File: config.mk
export PLATFORM = sky130hd
export DESIGN_NAME = prx_rx_core
export DESIGN_NICKNAME = d
export VERILOG_FILES = /design/src/prx_pkg.sv /design/src/prx_fifo.sv /design/src/prx_rx_core.sv
export SDC_FILE = /design/constraint.sdc
export NUM_CORES = 1
export LEC_CHECK = 0
export ABC_AREA = 1
export BUFFER_PORTS_ARGS = -buffer_cell sky130_fd_sc_hd__buf_4
export CAP_MARGIN = 20
export CORE_MARGIN = 8
export CORE_UTILIZATION = 29
export CTS_BUF_LIST = sky130_fd_sc_hd__clkbuf_8
export CTS_CLUSTER_DIAMETER = 50
export DETAILED_ROUTE_END_ITERATION = 7
export SYNTH_ARGS = -nofsm -noshare
export SYNTH_HDL_FRONTEND = slang
export SYNTH_HIERARCHICAL = 1
export SYNTH_SLANG_ARGS = --single-unit
File: constraint.sdc
create_clock -name clk_sys -period 5.3 [get_ports clk_sys]
set_input_delay 0.53 -clock clk_sys [delete_from_list [all_inputs] [get_ports clk_sys]]
set_output_delay 0.53 -clock clk_sys [all_outputs]
set_load 0.02 [all_outputs]
File: src/prx_pkg.sv
package prx_pkg;

    // ------------------------------------------------------------------
    // Lane and data path geometry
    // ------------------------------------------------------------------
    localparam int LANES = 4;
    localparam int BYTE_W = 8;
    localparam int WORD_W = LANES * BYTE_W;
    localparam int FIFO_DEPTH = 8;
    localparam int SKEW_DEPTH = 8;
    localparam int SKEW_CNT_W = 4;
    localparam logic [SKEW_CNT_W-1:0] MAX_SKEW = 4'h7;

    // ------------------------------------------------------------------
    // Training set screening
    // ------------------------------------------------------------------
    localparam int TS1_S7_RSVD_BIT = 6;
    localparam logic [7:0] TS1_S7_RSVD_MASK = 8'h40;

    // ------------------------------------------------------------------
    // Recovery timing after a failed alignment
    // ------------------------------------------------------------------
    localparam int CLK_MHZ = 200;
    localparam int RECOV_TIME_US = 200;
    localparam int RECOV_CYCLES = RECOV_TIME_US * CLK_MHZ;
    localparam int RECOV_CNT_W = 16;

    // ------------------------------------------------------------------
    // Non-posted request path
    // ------------------------------------------------------------------
    localparam int TAG_W = 8;
    localparam int ADDR_W = 32;
    localparam int DATA_W = 32;
    localparam logic [TAG_W-1:0] TAG_RESET = 8'h00;

    // Receive alignment states
    typedef enum logic [4:0] {
        AL_L0 = 5'b00001,
        AL_L0S = 5'b00010,
        AL_FTS = 5'b00100,
        AL_SKP = 5'b01000,
        AL_RECOV = 5'b10000
    } prx_align_e;

    // Non-posted request states
    typedef enum logic [2:0] {
        NP_IDLE = 3'b001,
        NP_ISSUE = 3'b010,
        NP_WAIT = 3'b100
    } prx_np_e;

    // One received symbol slice across all lanes
    typedef struct packed {
        logic [LANES-1:0][BYTE_W-1:0] data;
        logic valid;
        logic fts;
        logic [LANES-1:0] skp;
    } prx_lanes_s;

    // Completion returning from the link
    typedef struct packed {
        logic valid;
        logic [TAG_W-1:0] tag;
        logic [DATA_W-1:0] data;
    } prx_cpl_s;

endpackage

File: src/prx_fifo.sv
`timescale 1ns/1ps
`default_nettype none

module prx_fifo #(
    parameter int WIDTH = 32,
    parameter int DEPTH = 8
) (
    input wire logic clk_sys,
    input wire logic reset_n,
    input wire logic in_valid,
    input wire logic [WIDTH-1:0] in_data,
    output logic in_ready,
    output logic out_valid,
    output logic [WIDTH-1:0] out_data,
    input wire logic out_ready
);
    localparam int AW = $clog2(DEPTH);

    logic [WIDTH-1:0] mem [DEPTH];
    logic [AW-1:0] wr_ff;
    logic [AW-1:0] rd_ff;
    logic [AW:0] cnt_ff;
    logic full_ff;
    logic empty_ff;
    logic push;
    logic pop;
    logic [AW:0] nxt_cnt;

    // Handshakes on both sides, flags kept in flops
    assign push = in_valid & ~full_ff;
    assign pop = out_ready & ~empty_ff;
    assign nxt_cnt = cnt_ff + {{AW{1'b0}}, push} - {{AW{1'b0}}, pop};
    assign in_ready = ~full_ff;
    assign out_valid = ~empty_ff;
    assign out_data = mem[rd_ff];

    // Storage array, written only on an accepted push
    always_ff @(posedge clk_sys) begin
        if (push) begin
            mem[wr_ff] <= in_data;
        end
    end

    // Pointers, count and flags
    always_ff @(posedge clk_sys or negedge reset_n) begin
        if (!reset_n) begin
            wr_ff <= '0;
            rd_ff <= '0;
            cnt_ff <= '0;
            full_ff <= 1'b0;
            empty_ff <= 1'b1;
        end else begin
            if (push) begin
                wr_ff <= (wr_ff == AW'(DEPTH - 1)) ? '0 : wr_ff + 1'b1;
            end
            if (pop) begin
                rd_ff <= (rd_ff == AW'(DEPTH - 1)) ? '0 : rd_ff + 1'b1;
            end
            cnt_ff <= nxt_cnt;
            full_ff <= (nxt_cnt == (AW+1)'(DEPTH));
            empty_ff <= (nxt_cnt == '0);
        end
    end

endmodule

`default_nettype wire

File: src/prx_rx_core.sv
// Function
// - Reserved bits of TS1/TS2 carry no weight in validity decisions.
// - Gen3/Gen4 TS1 never rejected for reserved symbol 7 bit 6.
// - On L0s exit expect fast training sets first, then a skip set.
// - Skip set on L0s exit aligns lanes before data is forwarded.
// - Alignment failure pulses the correctable error output.
// - Alignment failure enters recovery and returns to L0, no link down.
// - Recovery after a failed alignment delays L0s exit about 200us.
// - Completions accepted only when tag equals the recorded request tag.
// - After link down, next non-posted request records its own tag.
`timescale 1ns/1ps
`default_nettype none

module prx_rx_core
    import prx_pkg::*;
#(
    parameter int RECOV_CYC = RECOV_CYCLES
) (
    input wire logic clk_sys,
    input wire logic reset_n,
    input wire logic gen34_rate,
    input wire logic ts1_valid,
    input wire logic [7:0] ts1_sym6,
    input wire logic [7:0] ts1_sym7,
    output logic ts1_accept,
    output logic [7:0] ts1_sym6_out,
    output logic [7:0] ts1_sym7_out,
    input wire logic rx_enter_l0s,
    input wire prx_lanes_s rx_lanes,
    output logic rx_in_l0,
    output logic rx_in_recovery,
    output logic err_pulse_int,
    output logic rx_stall,
    output logic rx_word_valid,
    output logic [WORD_W-1:0] rx_word,
    input wire logic rx_word_ready,
    input wire logic link_up,
    input wire logic link_down,
    input wire logic tb_rd_valid,
    input wire logic [ADDR_W-1:0] tb_rd_addr,
    output logic tb_rd_ready,
    output logic tb_rd_done,
    output logic [DATA_W-1:0] tb_rd_data,
    output logic np_req_valid,
    output logic [TAG_W-1:0] np_req_tag,
    output logic [ADDR_W-1:0] np_req_addr,
    input wire prx_cpl_s cpl_in
);

    // ------------------------------------------------------------------
    // State of the whole block
    // ------------------------------------------------------------------
    typedef struct packed {
        logic ts1_accept;
        logic [7:0] ts1_sym6;
        logic [7:0] ts1_sym7;
        prx_align_e al;
        logic [SKEW_CNT_W-1:0] skew_cnt;
        logic [LANES-1:0] arrived;
        logic [LANES-1:0][SKEW_CNT_W-1:0] arr_at;
        logic [LANES-1:0][SKEW_CNT_W-1:0] delay;
        logic [LANES-1:0][SKEW_DEPTH-1:0][BYTE_W-1:0] hist;
        logic [RECOV_CNT_W-1:0] recov_cnt;
        logic err_pulse;
        logic push;
        logic [WORD_W-1:0] push_word;
        prx_np_e np;
        logic [TAG_W-1:0] next_tag;
        logic [TAG_W-1:0] rec_tag;
        logic [ADDR_W-1:0] rd_addr;
        logic tb_ready;
        logic tb_done;
        logic [DATA_W-1:0] tb_data;
        logic np_valid;
        logic [TAG_W-1:0] np_tag;
        logic [ADDR_W-1:0] np_addr;
    } prx_state_s;

    localparam logic [RECOV_CNT_W-1:0] RECOV_LAST =
        RECOV_CNT_W'(RECOV_CYC - 1);

    prx_state_s st_ff;
    prx_state_s nxt_st;
    logic fifo_in_ready;
    logic fifo_out_valid;
    logic [WORD_W-1:0] fifo_out_data;

    // ------------------------------------------------------------------
    // Next-state logic
    // ------------------------------------------------------------------
    always_comb begin
        logic [SKEW_CNT_W-1:0] now;
        logic [LANES-1:0] all_arr;
        logic [WORD_W-1:0] word;
        now = st_ff.skew_cnt + 1'b1;
        all_arr = st_ff.arrived | rx_lanes.skp;
        word = '0;
        nxt_st = st_ff;
        nxt_st.err_pulse = 1'b0;
        nxt_st.push = 1'b0;
        nxt_st.tb_ready = 1'b0;
        nxt_st.tb_done = 1'b0;
        nxt_st.np_valid = 1'b0;

        // TS1 screening: reserved bit masked before forwarding, the set
        // is taken on its presence alone at every rate
        nxt_st.ts1_accept = ts1_valid;
        if (ts1_valid) begin
            nxt_st.ts1_sym6 = ts1_sym6;
            nxt_st.ts1_sym7 = ts1_sym7 & ~TS1_S7_RSVD_MASK;
        end

        // Per-lane history for deskew; the byte for a lane with delay d
        // is the one that arrived d cycles ago
        for (int i = 0; i < LANES; i++) begin
            nxt_st.hist[i] = {st_ff.hist[i][SKEW_DEPTH-2:0],
                              rx_lanes.data[i]};
            if (st_ff.delay[i] == '0) begin
                word[i*BYTE_W +: BYTE_W] = rx_lanes.data[i];
            end else begin
                word[i*BYTE_W +: BYTE_W] =
                    st_ff.hist[i][st_ff.delay[i][2:0] - 3'h1];
            end
        end

        // Receive alignment sequence
        case (st_ff.al)
            AL_L0: begin
                if (rx_enter_l0s) begin
                    nxt_st.al = AL_L0S;
                end else if (rx_lanes.valid && fifo_in_ready) begin
                    nxt_st.push = 1'b1;
                    nxt_st.push_word = word;
                end
            end
            AL_L0S: begin
                // A skip set before any fast training set is ignored
                if (rx_lanes.fts) begin
                    nxt_st.al = AL_FTS;
                end
            end
            AL_FTS: begin
                if (rx_lanes.skp != '0) begin
                    nxt_st.arrived = rx_lanes.skp;
                    nxt_st.skew_cnt = '0;
                    for (int i = 0; i < LANES; i++) begin
                        nxt_st.arr_at[i] = '0;
                        nxt_st.delay[i] = '0;
                    end
                    nxt_st.al = (rx_lanes.skp == '1) ? AL_L0 : AL_SKP;
                end
            end
            AL_SKP: begin
                nxt_st.skew_cnt = now;
                for (int i = 0; i < LANES; i++) begin
                    if (rx_lanes.skp[i] && !st_ff.arrived[i]) begin
                        nxt_st.arr_at[i] = now;
                    end
                end
                nxt_st.arrived = all_arr;
                if (all_arr == '1) begin
                    // Last lane sets the reference; any arrival slot works
                    for (int i = 0; i < LANES; i++) begin
                        nxt_st.delay[i] = rx_lanes.skp[i] &&
                            !st_ff.arrived[i] ? '0 :
                            now - st_ff.arr_at[i];
                    end
                    nxt_st.al = AL_L0;
                end else if (now >= MAX_SKEW) begin
                    nxt_st.err_pulse = 1'b1;
                    nxt_st.recov_cnt = '0;
                    nxt_st.al = AL_RECOV;
                end
            end
            AL_RECOV: begin
                // Retrain to L0 without touching link state
                nxt_st.recov_cnt = st_ff.recov_cnt + 1'b1;
                if (st_ff.recov_cnt == RECOV_LAST) begin
                    for (int i = 0; i < LANES; i++) begin
                        nxt_st.delay[i] = '0;
                    end
                    nxt_st.al = AL_L0;
                end
            end
            default: begin
                nxt_st.al = AL_L0;
            end
        endcase

        // Non-posted read path from the internal target bus
        case (st_ff.np)
            NP_IDLE: begin
                if (tb_rd_valid) begin
                    nxt_st.tb_ready = 1'b1;
                    nxt_st.rd_addr = tb_rd_addr;
                    nxt_st.np = NP_ISSUE;
                end
            end
            NP_ISSUE: begin
                // Issue and tag record come from one value in one cycle,
                // and never in a cycle that carries link down
                if (link_up && !link_down) begin
                    nxt_st.np_valid = 1'b1;
                    nxt_st.np_tag = st_ff.next_tag;
                    nxt_st.np_addr = st_ff.rd_addr;
                    nxt_st.rec_tag = st_ff.next_tag;
                    nxt_st.next_tag = st_ff.next_tag + 1'b1;
                    nxt_st.np = NP_WAIT;
                end
            end
            NP_WAIT: begin
                if (link_down) begin
                    nxt_st.np = NP_ISSUE;
                end else if (cpl_in.valid &&
                             cpl_in.tag == st_ff.rec_tag) begin
                    nxt_st.tb_done = 1'b1;
                    nxt_st.tb_data = cpl_in.data;
                    nxt_st.np = NP_IDLE;
                end
            end
            default: begin
                nxt_st.np = NP_IDLE;
            end
        endcase
    end

    // ------------------------------------------------------------------
    // State register
    // ------------------------------------------------------------------
    always_ff @(posedge clk_sys or negedge reset_n) begin
        if (!reset_n) begin
            st_ff <= '0;
            st_ff.al <= AL_L0;
            st_ff.np <= NP_IDLE;
            st_ff.next_tag <= TAG_RESET;
        end else begin
            st_ff <= nxt_st;
        end
    end

    // ------------------------------------------------------------------
    // Aligned data buffer
    // ------------------------------------------------------------------
    prx_fifo #(
        .WIDTH(WORD_W),
        .DEPTH(FIFO_DEPTH)
    ) u_fifo (
        .clk_sys(clk_sys),
        .reset_n(reset_n),
        .in_valid(st_ff.push),
        .in_data(st_ff.push_word),
        .in_ready(fifo_in_ready),
        .out_valid(fifo_out_valid),
        .out_data(fifo_out_data),
        .out_ready(rx_word_ready)
    );

    // ------------------------------------------------------------------
    // Outputs
    // ------------------------------------------------------------------
    assign ts1_accept = st_ff.ts1_accept;
    assign ts1_sym6_out = st_ff.ts1_sym6;
    assign ts1_sym7_out = st_ff.ts1_sym7;
    assign rx_in_l0 = (st_ff.al == AL_L0);
    assign rx_in_recovery = (st_ff.al == AL_RECOV);
    assign err_pulse_int = st_ff.err_pulse;
    assign rx_stall = ~fifo_in_ready; // Full flag
    assign rx_word_valid = fifo_out_valid;
    assign rx_word = fifo_out_data;
    assign tb_rd_ready = st_ff.tb_ready;
    assign tb_rd_done = st_ff.tb_done;
    assign tb_rd_data = st_ff.tb_data;
    assign np_req_valid = st_ff.np_valid;
    assign np_req_tag = st_ff.np_tag;
    assign np_req_addr = st_ff.np_addr;

endmodule

`default_nettype wire

## Yosys cells after proc, flatten, opt, wreduce, memory -nomap -nowiden

Memories as Yosys holds them, arrays and structs flattened.
Index checks and enable logic that the tools add are counted.

- Bits in registers: 497
- Bits in writable memories: 256
- Input port bits: 136
- Memories: 1

Memory list:

| name | depth | width | read ports | clocked after Yosys merged registers in | wr ports | line | text |
|---|---|---|---|---|---|---|---|
| u_fifo.mem | 8 | 32 | 1 | 0 | 1 | prx_fifo.sv:19 | `logic [WIDTH-1:0] mem [DEPTH];` |

- $add $sub $neg: 15
- $lt $le $gt $ge: 5
- Eq/ne operators: 30
- Mux-type cells: 55
- Bitwise gates (word level): 7
- Reduce and logical (&&, ||, !) cells: 34

Operators by type and width:

| kind | number |
|---|---|
| 33-bit 2-to-1 mux | 6 |
| 8-bit binary-select mux with 3-bit select | 4 |
| 41-bit 2-to-1 mux | 2 |
| 8-bit 2-to-1 mux | 8 |
| 16-bit one-hot mux with 3 select lines | 1 |
| 24-bit one-hot mux with 2 select lines | 1 |
| 45-bit 2-to-1 mux | 1 |
| 4-bit 2-to-1 mux | 9 |
| 17-bit 2-to-1 mux | 2 |
| 16-bit 2-to-1 mux | 2 |
| 16-bit one-hot mux with 2 select lines | 1 |
| 5-bit 2-to-1 mux | 5 |
| 5-bit one-hot mux with 5 select lines | 1 |
| 2-bit != test, second input constant | 12 |
| 3-bit AND reduction | 8 |
| 4-bit zero test | 5 |
| 19-bit 2-to-1 mux | 1 |
| 16-bit by 1-bit adder with 16-bit output, second input constant | 1 |
| 16-bit equality test, second input constant | 1 |
| 3-bit by 4-bit < comparator with 1-bit output, second input constant | 4 |
| 4-bit subtractor | 4 |
| 3-bit 2-to-1 mux | 5 |
| 4-bit equality test, second input constant | 3 |
| 3-bit by 1-bit subtractor with 3-bit output, second input constant | 4 |
| other kinds (30) | 55 |

## Logic depth before layout (Yosys ltp)

Gate-level depths: netlist of the first run.

- Depth in word-level cells: 7
- Mapped depth: 11
- Mapped depth without buffers: 11

## By module

Netlist of the first run, hierarchy kept.

Modules (own cells, without submodules):

| module | times used | cells an instance | area each (µm²) |
|---|---|---|---|
| prx_rx_core | 1 | 2071 | 20001.7 |
| prx_fifo | 1 | 1192 | 11798.8 |

## Least setup slack after synthesis of the first run

Ideal clock, no wire load.

- Path kind: register to register
- From: register u_fifo.full_ff
- To: memory u_fifo.mem[0][0], enable pin
- Setup time: 0.421 ns
- Arrival: 2.228 ns
- Data required time: 4.879 ns
- Slack: 2.651 ns
- Stages on the path, launching flop included: 5
- Path buffers: 0
- Cells stage by stage: dfrtp_1 -> inv_1 -> nand2_1 -> or2_2 -> nor2_1

- Cells in the longest elaborated chain, start to end: 4

Ends and longest elaborated chain:

| element | line | text |
|---|---|---|
| start: declaration | prx_fifo.sv:23 | `logic full_ff;` |
| start signal: assignment | prx_fifo.sv:60 | `full_ff <= (nxt_cnt == (AW+1)'(DEPTH));` |
| 1-bit inverter | - |  |
| named net fifo_in_ready | prx_rx_core.sv:84 | `logic fifo_in_ready;` |
| 1-bit bitwise AND | prx_fifo.sv:30 | `assign push = in_valid & ~full_ff;` |
| 1-bit 2-to-1 mux | prx_fifo.sv:39 | `if (push) begin` |
| 1-bit 2-to-1 mux (implied by the code) | prx_fifo.sv:40 | `mem[wr_ff] <= in_data;` |
| end: declaration | prx_fifo.sv:19 |  |

The timed path passes the listed nets, and every way through them passes these cells.

## Final worst setup path of the first run

- From: register u_fifo.rd_ff[0]
- To: output port rx_word[15]

- Cells in the longest elaborated chain, start to end: 1

Ends and longest elaborated chain:

| element | line | text |
|---|---|---|
| start: declaration | prx_fifo.sv:21 | `logic [AW-1:0] rd_ff;` |
| start signal: assignment | prx_fifo.sv:57 | `rd_ff <= (rd_ff == AW'(DEPTH - 1)) ? '0 : rd_ff + 1'b1;` |
| memory read 8 x 32 bit | - |  |
| end: declaration | prx_rx_core.sv:35 | `output logic [WORD_W-1:0] rx_word,` |

Every way passes these cells.

==> metrics.yaml, run 1 <==
outcome:
  outcome: "finished, final reports clean"
worst_setup_path:
  worst_setup_path_startpoint: "u_fifo/rd_ff[0]"
  critical_path_arrival_ns: 3.20
  ff2ff_setup_slack_ns: 2.52
  timing.critical_path.required_ns: 4.77
  timing.critical_path.from_type: "flop"
  worst_r2r_startpoint: "u_fifo/full_ff"
  sort_of_element_at_the_end_of_the_critical_path: "output port"
  critical_path_peak_fanout: 69
  timing_worst_setup_path_type: "reg -> out"
logic_synthesis:
  ys_seq_elements: 753
  synth.top_cells.by_area: "sky130_fd_sc_hd__dfrtp_1 (39%), sky130_fd_sc_hd__edfxtp_1 (24%), sky130_fd_sc_hd__nand2_1 (8.6%)"
  synth_nets: 3436
  synth.distinct_cells: 44
  synthArstFlopShare: 0.660
  syn_inst: 3263
  synth_top_cells_by_count: "sky130_fd_sc_hd__nand2_1 (729), sky130_fd_sc_hd__dfrtp_1 (494), sky130_fd_sc_hd__inv_1 (429)"
  yosys_warnings: 6
  count_leader_synth: "sky130_fd_sc_hd__nand2_1"
  synth-edff-count: 256
  ys_seq_area_frac: 0.633
  yosysTopAreaCellShare: 0.389
  biggest_area_consumer_among_synthesized_cells: "sky130_fd_sc_hd__dfrtp_1"
  synthesis.area_per_instance_um2: 9.75
  netlist_area_mm2: 0.0318
  synthFlopType: "sky130_fd_sc_hd__dfrtp_1"
die:
  die-width_um: 347
  pin_count: 265
  design.die.area_mm2: 0.121
  start_util: 0.292
  placement_rows: 121
  floorplan.die.height_um: 347
  core_mm2: 0.109
clock_tree:
  clock_sinks: 753
  postCtsSetupBuffers: 0
  clkTransAtPathRegs_ns: 0.05
  cts-buffers-inserted: 135
  cts_root_buf: "sky130_fd_sc_hd__clkbuf_8"
  tritoncts: "done"
  ctsLongestPathBuffers: 3
  clock_insertion_delay_worst_skew_ns: 0.80
  clock_tree.htree_level_count: 4
placed_design:
  place.detailed.hpwl_mm: 47.5
  dpl-instance-area_mm2: 0.0346
  routabilityCongestion: 0.773
  placement.io_buffers: 261
timing:
  setup_viol: 0
  rsz0062_at_grt: "no"
  fin_worst_skew_ns: 0.0656
  worst_slew_pin_slew_ns: 1.08
  timing.final.crit_period_ns: 3.73
  report.final.hold_viol_count: 0
  accumulated_negative_setup_slack_ns: 0
  final_min_period_over_clock_period: 0.703
  final_max_slew_viol_count: 0
  fmax_ghz: 0.268
  worst_slew_margin_rel: 0.281
routing:
  totalWireLength_mm: 78.0
  num_vias: 22200
  dr_wl_cell_um: 15.2
  drtPass1Iterations: 5
  drt.antenna.violating_nets: 0
  detail_route.vias_per_cell: 4.35
  dr_drc_count: 0
  drt_first_iter_violations: 1347
global_route:
  grt_util_all_layers: 0.129
  largest_net_degree_at_the_start_of_global_routing: 169
  grt_pass1_wl_mm: 126
  globalRoute.totalOverflow: 0
  antenna_violations_before_repair: 13
  grt_pass1_vias: 22600
run:
  max_cap_violations: 0
finish:
  fin_area_mm2: 0.0384
  area.growth.synth_to_final_pct: 20.9
  number_of_nets_in_the_final_layout: 3764
  layout.core_utilization: 0.353
  drive_above_1_share: 0.150
  fillers: 10800
power_and_ir_drop:
  report.power.total_mw: 15.2
  seqPwrFrac: 0.437
  netSwitchingFraction: 0.322
  worst_ir_drop_vdd_v: 0.000270
  p_sw_mw: 4.90
  combinationalPowerShare: 0.217
  clock_power_share: 0.347
  internal_power_mw: 10.3
  power_leakage_nw: 18.5
  power-per-cell-area_mw_per_mm2: 395
worst_hold_path:
  worst_min_delay_path_class: "in -> reg"
  worst_hold_startpoint: "cpl_in[6]"
[worst max-delay path, cell delays in order, from the launching register on]
cell and delay (ns):
sky130_fd_sc_hd__dfrtp_4 0.41, sky130_fd_sc_hd__buf_4 0.54, sky130_fd_sc_hd__buf_4 0.71, sky130_fd_sc_hd__nand2_1 0.14
sky130_fd_sc_hd__nand3_1 0.12, sky130_fd_sc_hd__nand2_1 0.06, sky130_fd_sc_hd__nand2_1 0.05, sky130_fd_sc_hd__nand2_1 0.10
sky130_fd_sc_hd__buf_4 0.17
[power groups by stage]
stage | Clock [mW] | Combinational (mW) | Sequential, mW
after CTS | 5.47 | 3.37 | 6.64
after floorplan | 0 | 2.23 | 6.68
after global routing | 5.72 | 3.70 | 6.69
after detailed placement | 0 | 3.29 | 6.74
after global placement | 0 | 3.27 | 6.72
final | 5.27 | 3.29 | 6.64
[path summary, 6_finish.rpt]
check	to	cells past startpoint
worst max-delay path	rx_word[15]	8
max in group asynchronous	st_ff[458]	3
worst min-delay path	tb_rd_data[6]	3
min in group asynchronous	ts1_sym6_out[1]	2
worst max register to register	u_fifo/mem[3][11]	6
worst min register to register	nxt_st[198]	0
[sequential cells by signal, indices dropped and copies added (netlist names)]
register and count:
u_fifo/wr_ff 3, u_fifo/empty_ff 1, tb_rd_ready 1, np_req_tag 8, ts1_sym6_out 8, u_fifo/cnt_ff 4
ts1_sym7_out 7, np_req_valid 1, tb_rd_done 1, u_fifo/rd_ff 3, err_pulse_int 1, np_req_addr 32
nxt_st 224, ts1_accept 1, u_fifo/mem 256, tb_rd_data 32, st_ff 169, u_fifo/full_ff 1
[layout by cell type (no fill, tap or decap), types with 16 or more instances in the layout]
cell and count:
sky130_fd_sc_hd__nor2_1 373, sky130_fd_sc_hd__dfrtp_1 492, sky130_fd_sc_hd__nand3_1 231, sky130_fd_sc_hd__dlygate4sd3_1 110, sky130_fd_sc_hd__ha_1 32, sky130_fd_sc_hd__o21ai_1 16, sky130_fd_sc_hd__a21oi_1 48, sky130_fd_sc_hd__buf_4 291
sky130_fd_sc_hd__inv_1 479, sky130_fd_sc_hd__nand4_1 44, sky130_fd_sc_hd__clkbuf_8 151, sky130_fd_sc_hd__o21ai_0 235, sky130_fd_sc_hd__nand2_1 729, sky130_fd_sc_hd__o211ai_1 36, sky130_fd_sc_hd__edfxtp_1 256
[through the flow]
step	hold WS (ns)	setup WS, ns	cells
4_1_cts	0.00167	1.44	5108
3_3_place_gp	0.350	2.35	4757
5_1_grt	0.0247	1.28	5111
3_5_place_dp	0.354	2.33	4757
6_report	0.0843	1.57	5116
2_1_floorplan	0.234	2.65	3263
[kinds of logic after synthesis]
| logic type | count (synthesis) | share of synthesized area |
|---|---|---|
| compound gates | 348 | 0.0588 |
| xor+xnor | 21 | 0.00673 |
| fa+ha+maj | 37 | 0.0157 |
| buf+inv | 654 | 0.0925 |
| flops | 753 | 0.633 |
| mux | 15 | 0.00531 |
| other cells | 1 | 0.000118 |
| simple gates | 1434 | 0.188 |
[layer usage]
metal,GRT usage,up-vias,share of wire
met4,0.0409,14,0.020
met1,0.166,10500,0.45
met2,0.203,611,0.45
met3,0.0460,141,0.077
li1,-,11000,-
met5,0,-,0.0011
[repair_timing]
item | 4_1_cts | 5_1_grt
hold buffers | 110 | 0
hold endpoints to repair | 155 | 0
gates resized for setup | 0 | 0
[area by class of cell]
class                           count  area, um2  share of cell area
Inverter                          438       1650              0.0430
Multi-Input combinational cell   1856       8810               0.229
Sequential cell                   753      20100               0.524
Clock buffer                      151       2080              0.0541
Antenna cell                        7       17.5            0.000456
Timing Repair Buffer              407       3400              0.0883
Tap cell                         1414       1770              0.0460
Clock inverter                     90        583              0.0152
No activity file was read; power rests on OpenSTA's default activity.
==> run 2, diff against run 1 <==
==> constraint.sdc (replaced) <==
create_clock -name clk_sys -period 3.81 [get_ports clk_sys]
set_input_delay 0.381 -clock clk_sys [delete_from_list [all_inputs] [get_ports clk_sys]]
set_output_delay 0.381 -clock clk_sys [all_outputs]
set_load 0.02 [all_outputs]
==> run 2 against run 1 <==
  * Non-clock buffer count grew 38
  * Clock power grew 48%
  * Via count grew 0.87%
  * Utilization is 0.54 points higher
  * Design area is 1.5% higher
  * Wire length is 0.12% higher
  * Setup slack worse by 0.96 ns
  * Critical endpoint is now rx_word[22]
==> metrics.yaml, run 2 (same netlist as run 1, synthesis figures left out) <==
timing:
  final_max_slew_viol_count: 0  # unchanged
  fin_worst_skew_ns: 0.0566  # -0.00904 ns
  report.final.hold_viol_count: 0  # unchanged
  final_min_period_over_clock_period: 0.839
  rsz0062_at_grt: "no"
  setup_viol: 0  # unchanged
  accumulated_negative_setup_slack_ns: 0  # unchanged
  timing.final.crit_period_ns: 3.20
  worst_slew_pin_slew_ns: 0.908  # -0.170 ns
  worst_slew_margin_rel: 0.395  # +0.113
  fmax_ghz: 0.313
finish:
  area.growth.synth_to_final_pct: 22.7
  multiInputGateArea_mm2: 0.00881  # unchanged
  fillers: 10800  # -0.083%
  seqCellArea_mm2: 0.0201  # unchanged
  regMostFlops: "u_fifo/mem"
  drive_above_1_share: 0.155  # +0.00444
  layout.core_utilization: 0.358  # +0.00538
  layout_common_cells: "sky130_fd_sc_hd__nand2_1 (729), sky130_fd_sc_hd__dfrtp_1 (492), sky130_fd_sc_hd__inv_1 (477)"
  largest_reg_flops: 256  # unchanged
  fin_area_mm2: 0.0390  # +1.5%
  layout.cells.most_common: "sky130_fd_sc_hd__nand2_1"
  number_of_nets_in_the_final_layout: 3804  # +1.1%
routing:
  drt.antenna.violating_nets: 0  # unchanged
  num_vias: 22400  # +0.87%
  wl_met2_mm: 35.9  # +1.2%
  drtPass1Iterations: 5  # unchanged
  wl_met1_mm: 34.2  # -2.0%
  totalWireLength_mm: 78.1  # +0.12%
  wl_met3_mm: 6.08  # +0.70%
  dr_wl_cell_um: 15.1  # -0.79%
  detail_route.vias_per_cell: 4.34  # about the same
  drt_first_iter_violations: 1062  # -21%
  dr_drc_count: 0  # unchanged
  topRoutingLayerUsed: "met5"
die:
  core_mm2: 0.109  # unchanged
  pin_count: 265  # unchanged
  design.die.area_mm2: 0.121  # unchanged
  die-width_um: 347  # unchanged
  start_util: 0.292  # unchanged
  placement_rows: 121  # unchanged
  floorplan.die.height_um: 347  # unchanged
outcome:
  outcome: "finished, final reports clean"
run:
  max_cap_violations: 0  # unchanged
worst_setup_path:
  critical_path_arrival_ns: 2.81  # -0.39 ns
  timing.critical_path.from_type: "flop"
  timing.critical_path.required_ns: 3.43  # -1.34 ns
  critical_path_peak_fanout: 78  # +13%
  critPathBufInv: 3  # unchanged
  timing_worst_setup_path_type: "reg -> out"
  critical_path.most_common_cell: "sky130_fd_sc_hd__nand2_1"
  sort_of_element_at_the_end_of_the_critical_path: "output port"
  crit_path_cell_trace: "clkinv_2 > buf_12 > nand2_1 > nand3_1 > nand2_1 > nand2_1 > nand2_1 > buf_4"
  worst_path_dominant_cell_family: "buffers and inverters"
  maximum_cell_stage_delay_along_the_critical_path_ns: 0.54  # -0.17 ns
  timing.critical_path.slowest_stage_cell: "sky130_fd_sc_hd__dfrtp_4"
clock_tree:
  clock_sinks: 753  # unchanged
  tritoncts: "done"
  ctsLongestPathBuffers: 3  # unchanged
  clkTransAtPathRegs_ns: 0.06  # about the same
  cts_root_buf: "sky130_fd_sc_hd__clkbuf_8"
  clock_insertion_delay_worst_skew_ns: 0.80  # about the same
  cts-buffers-inserted: 137  # +1.5%
  cts.repair.resized: 0  # unchanged
  clock_tree.htree_level_count: 4  # unchanged
power_and_ir_drop:
  power-per-cell-area_mw_per_mm2: 557  # +41%
  report.power.total_mw: 21.7  # +43%
  worst_ir_drop_vdd_v: 0.000412  # +53%
  power_leakage_nw: 18.8  # +1.5%
global_route:
  grt_pass1_vias: 22700  # +0.43%
  largest_net_degree_at_the_start_of_global_routing: 135  # -20%
  globalRoute.totalOverflow: 0  # unchanged
  antenna_violations_before_repair: 14  # +1
  grt_util_all_layers: 0.129  # -0.000593
  grt_pass1_wl_mm: 125  # -0.81%
placed_design:
  routabilityCongestion: 0.754  # -2.5%
  place.detailed.hpwl_mm: 47.5  # +0.11%
  placement.io_buffers: 261  # unchanged
  dpl-instance-area_mm2: 0.0347  # +0.26%
worst_hold_path:
  worst_min_delay_path_class: "in -> async"
run 2: cell types whose count changed in the layout (fill, tap and decap cells not counted), sizes merged:
cell and change:
buf +6, bufinv +5, dlygate4sd3 +32, clkinvlp +2, inv -2, diode -2, clkbuf +6
run 2: worst register-to-register path, delay by kind of cell (launching register included):
kind                   cells  cell delay, ns
AOI/OAI and AO/OA          1            0.15
buffers and inverters      4            1.73
DFF                        1            0.42
and+or+nand+nor            6            0.47
run 2: final cells by class:
type | count | area share
multi-input cells | 1856 | 0.226
well taps | 1414 | 0.0453
clock buffers | 157 | 0.0554
flip-flops and latches | 753 | 0.516
clock inverters | 95 | 0.0178
inverters | 438 | 0.0423
repair buffers | 445 | 0.0971
diodes | 5 | 0.000321
run 2: final timing paths:
kind | from | endpoint | slack, ns | depth (start not counted)
setup / recovery | u_fifo/rd_ff[0] | rx_word[22] | 0.61 | 8
hold / removal | reset_n | tb_rd_data[11] | 0.1 | 2
setup reg to reg | np_req_tag[7] | st_ff[123] | 0.97 | 11
hold reg to reg | nxt_st[221] | nxt_st[229] | 0.33 | 0
max in group asynchronous | reset_n | u_fifo/rd_ff[0] | 2.47 | 3
min in group clk_sys | rx_lanes[16] | nxt_st[250] | 0.25 | 2
run 2: routing by layer:
| metal | vias up | track usage |
|---|---|---|
| li1 | 11100 | - |
| met1 | 10600 | 0.161 |
| met2 | 581 | 0.207 |
| met3 | 159 | 0.0461 |
| met4 | 16 | 0.0409 |
| met5 | - | 0 |
run 2: what timing repair did:
action / in CTS / in global routing
hold buffers: 142 / 0
hold endpoints to repair: 398 / 0
buffers inserted: 0 / 0
run 2: power breakdown:
group	switching (mW)	internal [mW]
Clock	3.55	4.27
Combinational	3.00	1.65
Sequential	0.324	8.93
run 2: through the flow:
| step | hold WS [ns] | instances | worst slack, ns |
|---|---|---|---|
| after floorplan | 0.0854 | 3263 | 1.16 |
| after global placement | 0.341 | 4764 | 1.33 |
| after detailed placement | 0.342 | 4764 | 1.33 |
| after CTS | 0.00750 | 5158 | 0.470 |
| after global routing | 0.0554 | 5159 | 0.384 |
| final | 0.0981 | 5163 | 0.615 |
==> run 3, diff against run 2 <==
==> constraint.sdc (replaced) <==
create_clock -name clk_sys -period 2.9 [get_ports clk_sys]
set_input_delay 0.29 -clock clk_sys [delete_from_list [all_inputs] [get_ports clk_sys]]
set_output_delay 0.29 -clock clk_sys [all_outputs]
set_load 0.02 [all_outputs]
==> run 3 against run 2 <==
  * Flip-flop and latch count unchanged
  * Global-route usage increased by 0.25 points
  * Sequential share of layout area decreased by 0.46 points
  * Highest routed layer unchanged
  * Combinational power increased by 35%
  * Count of clock-buffer cells in the layout increased by 1
  * Utilization increased by 0.32 points
==> metrics.yaml, run 3 (same netlist as run 1, synthesis figures left out) <==
outcome:
  outcome: "finished, final reports clean"
finish:
  number_of_nets_in_the_final_layout: 3824  # +0.53%
  fin_area_mm2: 0.0394  # +0.90%
  largest_reg_flops: 256  # unchanged
  area.growth.synth_to_final_pct: 23.8
  regMostFlops: "u_fifo/mem"
  drive_above_1_share: 0.157  # +0.00213
  layout.cells.most_common: "sky130_fd_sc_hd__nand2_1"
  layout.core_utilization: 0.362  # +0.00322
  layout_common_cells: "sky130_fd_sc_hd__nand2_1 (728), sky130_fd_sc_hd__dfrtp_1 (492), sky130_fd_sc_hd__inv_1 (472)"
worst_setup_path:
  critical_path.most_common_cell: "sky130_fd_sc_hd__nand2_1"
  critical_path_arrival_ns: 2.44  # -0.37 ns
  crit_path_cell_trace: "buf_16 > nand2_1 > nand3_1 > nand2_1 > nand2_1 > nand2_1 > buf_4"
  critPathBufInv: 2  # -1
  timing.critical_path.slowest_stage_cell: "sky130_fd_sc_hd__dfrtp_4"
  worst_path_dominant_cell_family: "buffers and inverters"
  maximum_cell_stage_delay_along_the_critical_path_ns: 0.47  # -0.07 ns
  sort_of_element_at_the_end_of_the_critical_path: "output port"
  timing_worst_setup_path_type: "reg -> out"
  timing.critical_path.required_ns: 2.61  # -0.82 ns
  timing.critical_path.from_type: "flop"
  critical_path_peak_fanout: 130  # +67%
clock_tree:
  clock_tree.htree_level_count: 4  # unchanged
  postCtsSetupBuffers: 0  # unchanged
  ctsLongestPathBuffers: 3  # unchanged
  clkTransAtPathRegs_ns: 0.06  # about the same
  cts-buffers-inserted: 136  # -0.73%
  clock_insertion_delay_worst_skew_ns: 0.81  # about the same
  cts_root_buf: "sky130_fd_sc_hd__clkbuf_8"
  tritoncts: "done"
  clock_sinks: 753  # unchanged
timing:
  setup_viol: 0  # unchanged
  worst_slew_pin_slew_ns: 0.724  # -0.183 ns
  fin_worst_skew_ns: 0.0527  # -0.00384 ns
  timing.final.crit_period_ns: 2.73
  fmax_ghz: 0.366
  final_max_slew_viol_count: 0  # unchanged
  worst_slew_margin_rel: 0.516  # +0.121
  report.final.hold_viol_count: 0  # unchanged
  accumulated_negative_setup_slack_ns: 0  # unchanged
  hold_ws_ns: 0.142  # +0.0442 ns
  rsz0062_at_grt: "no"
  final_min_period_over_clock_period: 0.942
power_and_ir_drop:
  worst_ir_drop_vdd_v: 0.000656  # +59%
  clock_power_share: 0.363  # +0.003
  power-per-cell-area_mw_per_mm2: 735  # +32%
  combinationalPowerShare: 0.217  # +0.003
  seqPwrFrac: 0.420  # -0.006
  p_sw_mw: 9.05  # +32%
  netSwitchingFraction: 0.313  # -0.00386
  power_leakage_nw: 18.9  # +0.55%
  internal_power_mw: 19.9  # +34%
placed_design:
  dpl-instance-area_mm2: 0.0349  # +0.45%
  place.detailed.hpwl_mm: 48.1  # +1.2%
  placement.io_buffers: 261  # unchanged
  routabilityCongestion: 0.804  # +6.6%
routing:
  dr_drc_count: 0  # unchanged
  drt.antenna.violating_nets: 0  # unchanged
  detail_route.vias_per_cell: 4.37  # +0.49%
  totalWireLength_mm: 79.7  # +2.1%
  drt_first_iter_violations: 1400  # +32%
  drtPass1Iterations: 5  # unchanged
  num_vias: 22600  # +0.70%
  dr_wl_cell_um: 15.4  # +1.9%
global_route:
  grt_pass1_wl_mm: 127  # +1.7%
  grt_util_all_layers: 0.131  # +0.00250
  grt_pass1_vias: 23000  # +1.3%
  antenna_violations_before_repair: 14  # unchanged
  globalRoute.totalOverflow: 0  # unchanged
  largest_net_degree_at_the_start_of_global_routing: 131  # -3.0%
die:
  placement_rows: 121  # unchanged
  design.die.area_mm2: 0.121  # unchanged
  floorplan.die.height_um: 347  # unchanged
  die-width_um: 347  # unchanged
  core_mm2: 0.109  # unchanged
  start_util: 0.292  # unchanged
  pin_count: 265  # unchanged
run:
  max_cap_violations: 0  # unchanged
worst_hold_path:
  worst_min_delay_path_class: "in -> reg"
-- run 3: cell count changes in the layout (fill, tap and decap cells not counted), sizes merged --
cell,before,now
clkinv,27,17
bufinv,6,9
inv,495,492
diode,5,3
clkbuf,157,158
dlygate4sd3,142,153
buf,303,313
clkinvlp,5,6
-- run 3: path summary, 6_finish.rpt --
| kind | slack, ns | cells past startpoint | startpoint | to |
|---|---|---|---|---|
| setup / recovery | 0.17 | 7 | u_fifo/rd_ff[0] | rx_word[19] |
| hold / removal | 0.14 | 5 | cpl_in[40] | tb_rd_data[0] |
| setup reg to reg | 0.20 | 9 | st_ff[123] | st_ff[123] |
| hold reg to reg | 0.34 | 0 | nxt_st[228] | nxt_st[236] |
| max in group asynchronous | 1.55 | 4 | reset_n | nxt_st[268] |
| min in group asynchronous | 0.53 | 3 | reset_n | nxt_st[210] |
-- run 3: cell type report --
class / count / area [um2]
inverters: 438 / 1660
diodes: 3 / 7.51
well taps: 1414 / 1770
flip-flops and latches: 753 / 20100
multi-input cells: 1856 / 8810
clock buffers: 158 / 2170
clock inverters: 86 / 728
repair buffers: 466 / 4090
fillers: 10700 / 69500
-- run 3: per-stage QoR --
stage	instances	worst slack [ns]	total power [mW]
2_1_floorplan	3263	0.251	16.3
3_3_place_gp	4773	0.552	18.4
3_5_place_dp	4773	0.538	18.5
4_1_cts	5171	0.0314	29.4
5_1_grt	5172	0.00288	30.6
6_report	5174	0.168	28.9
-- run 3: what timing repair did --
item | 4_1_cts | 5_1_grt
resized for setup | 1 | 5
hold buffers | 154 | 0
cloned | 0 | 0
endpoints found under the hold margin | 676 | 0
pin swaps | 0 | 0
endpoints found under the setup margin | 27 | 11
-- run 3: tightest hold or removal path, stage by stage --
cell and delay [ns]:
sky130_fd_sc_hd__buf_4 0.11, sky130_fd_sc_hd__nand3_1 0.10, sky130_fd_sc_hd__nor2_2 0.14, sky130_fd_sc_hd__nand4_1 0.18, sky130_fd_sc_hd__nand2_1 0.07
-- run 3: power by group through the flow --
| stage | Sequential (mW) | Combinational, mW | Clock [mW] |
|---|---|---|---|
| 3_3_place_gp | 12.3 | 6.08 | 0 |
| 2_1_floorplan | 12.2 | 4.08 | 0 |
| 6_report | 12.1 | 6.29 | 10.5 |
| 5_1_grt | 12.2 | 7.00 | 11.3 |
| 4_1_cts | 12.1 | 6.38 | 10.9 |
| 3_5_place_dp | 12.3 | 6.15 | 0 |
-- run 3: routing by layer --
metal | global-route usage | vias up | part of all wire
met5 | 0 | - | 0.0011
met4 | 0.0415 | 14 | 0.017
met3 | 0.0455 | 125 | 0.076
met2 | 0.215 | 593 | 0.47
met1 | 0.162 | 10700 | 0.43
li1 | - | 11100 | -
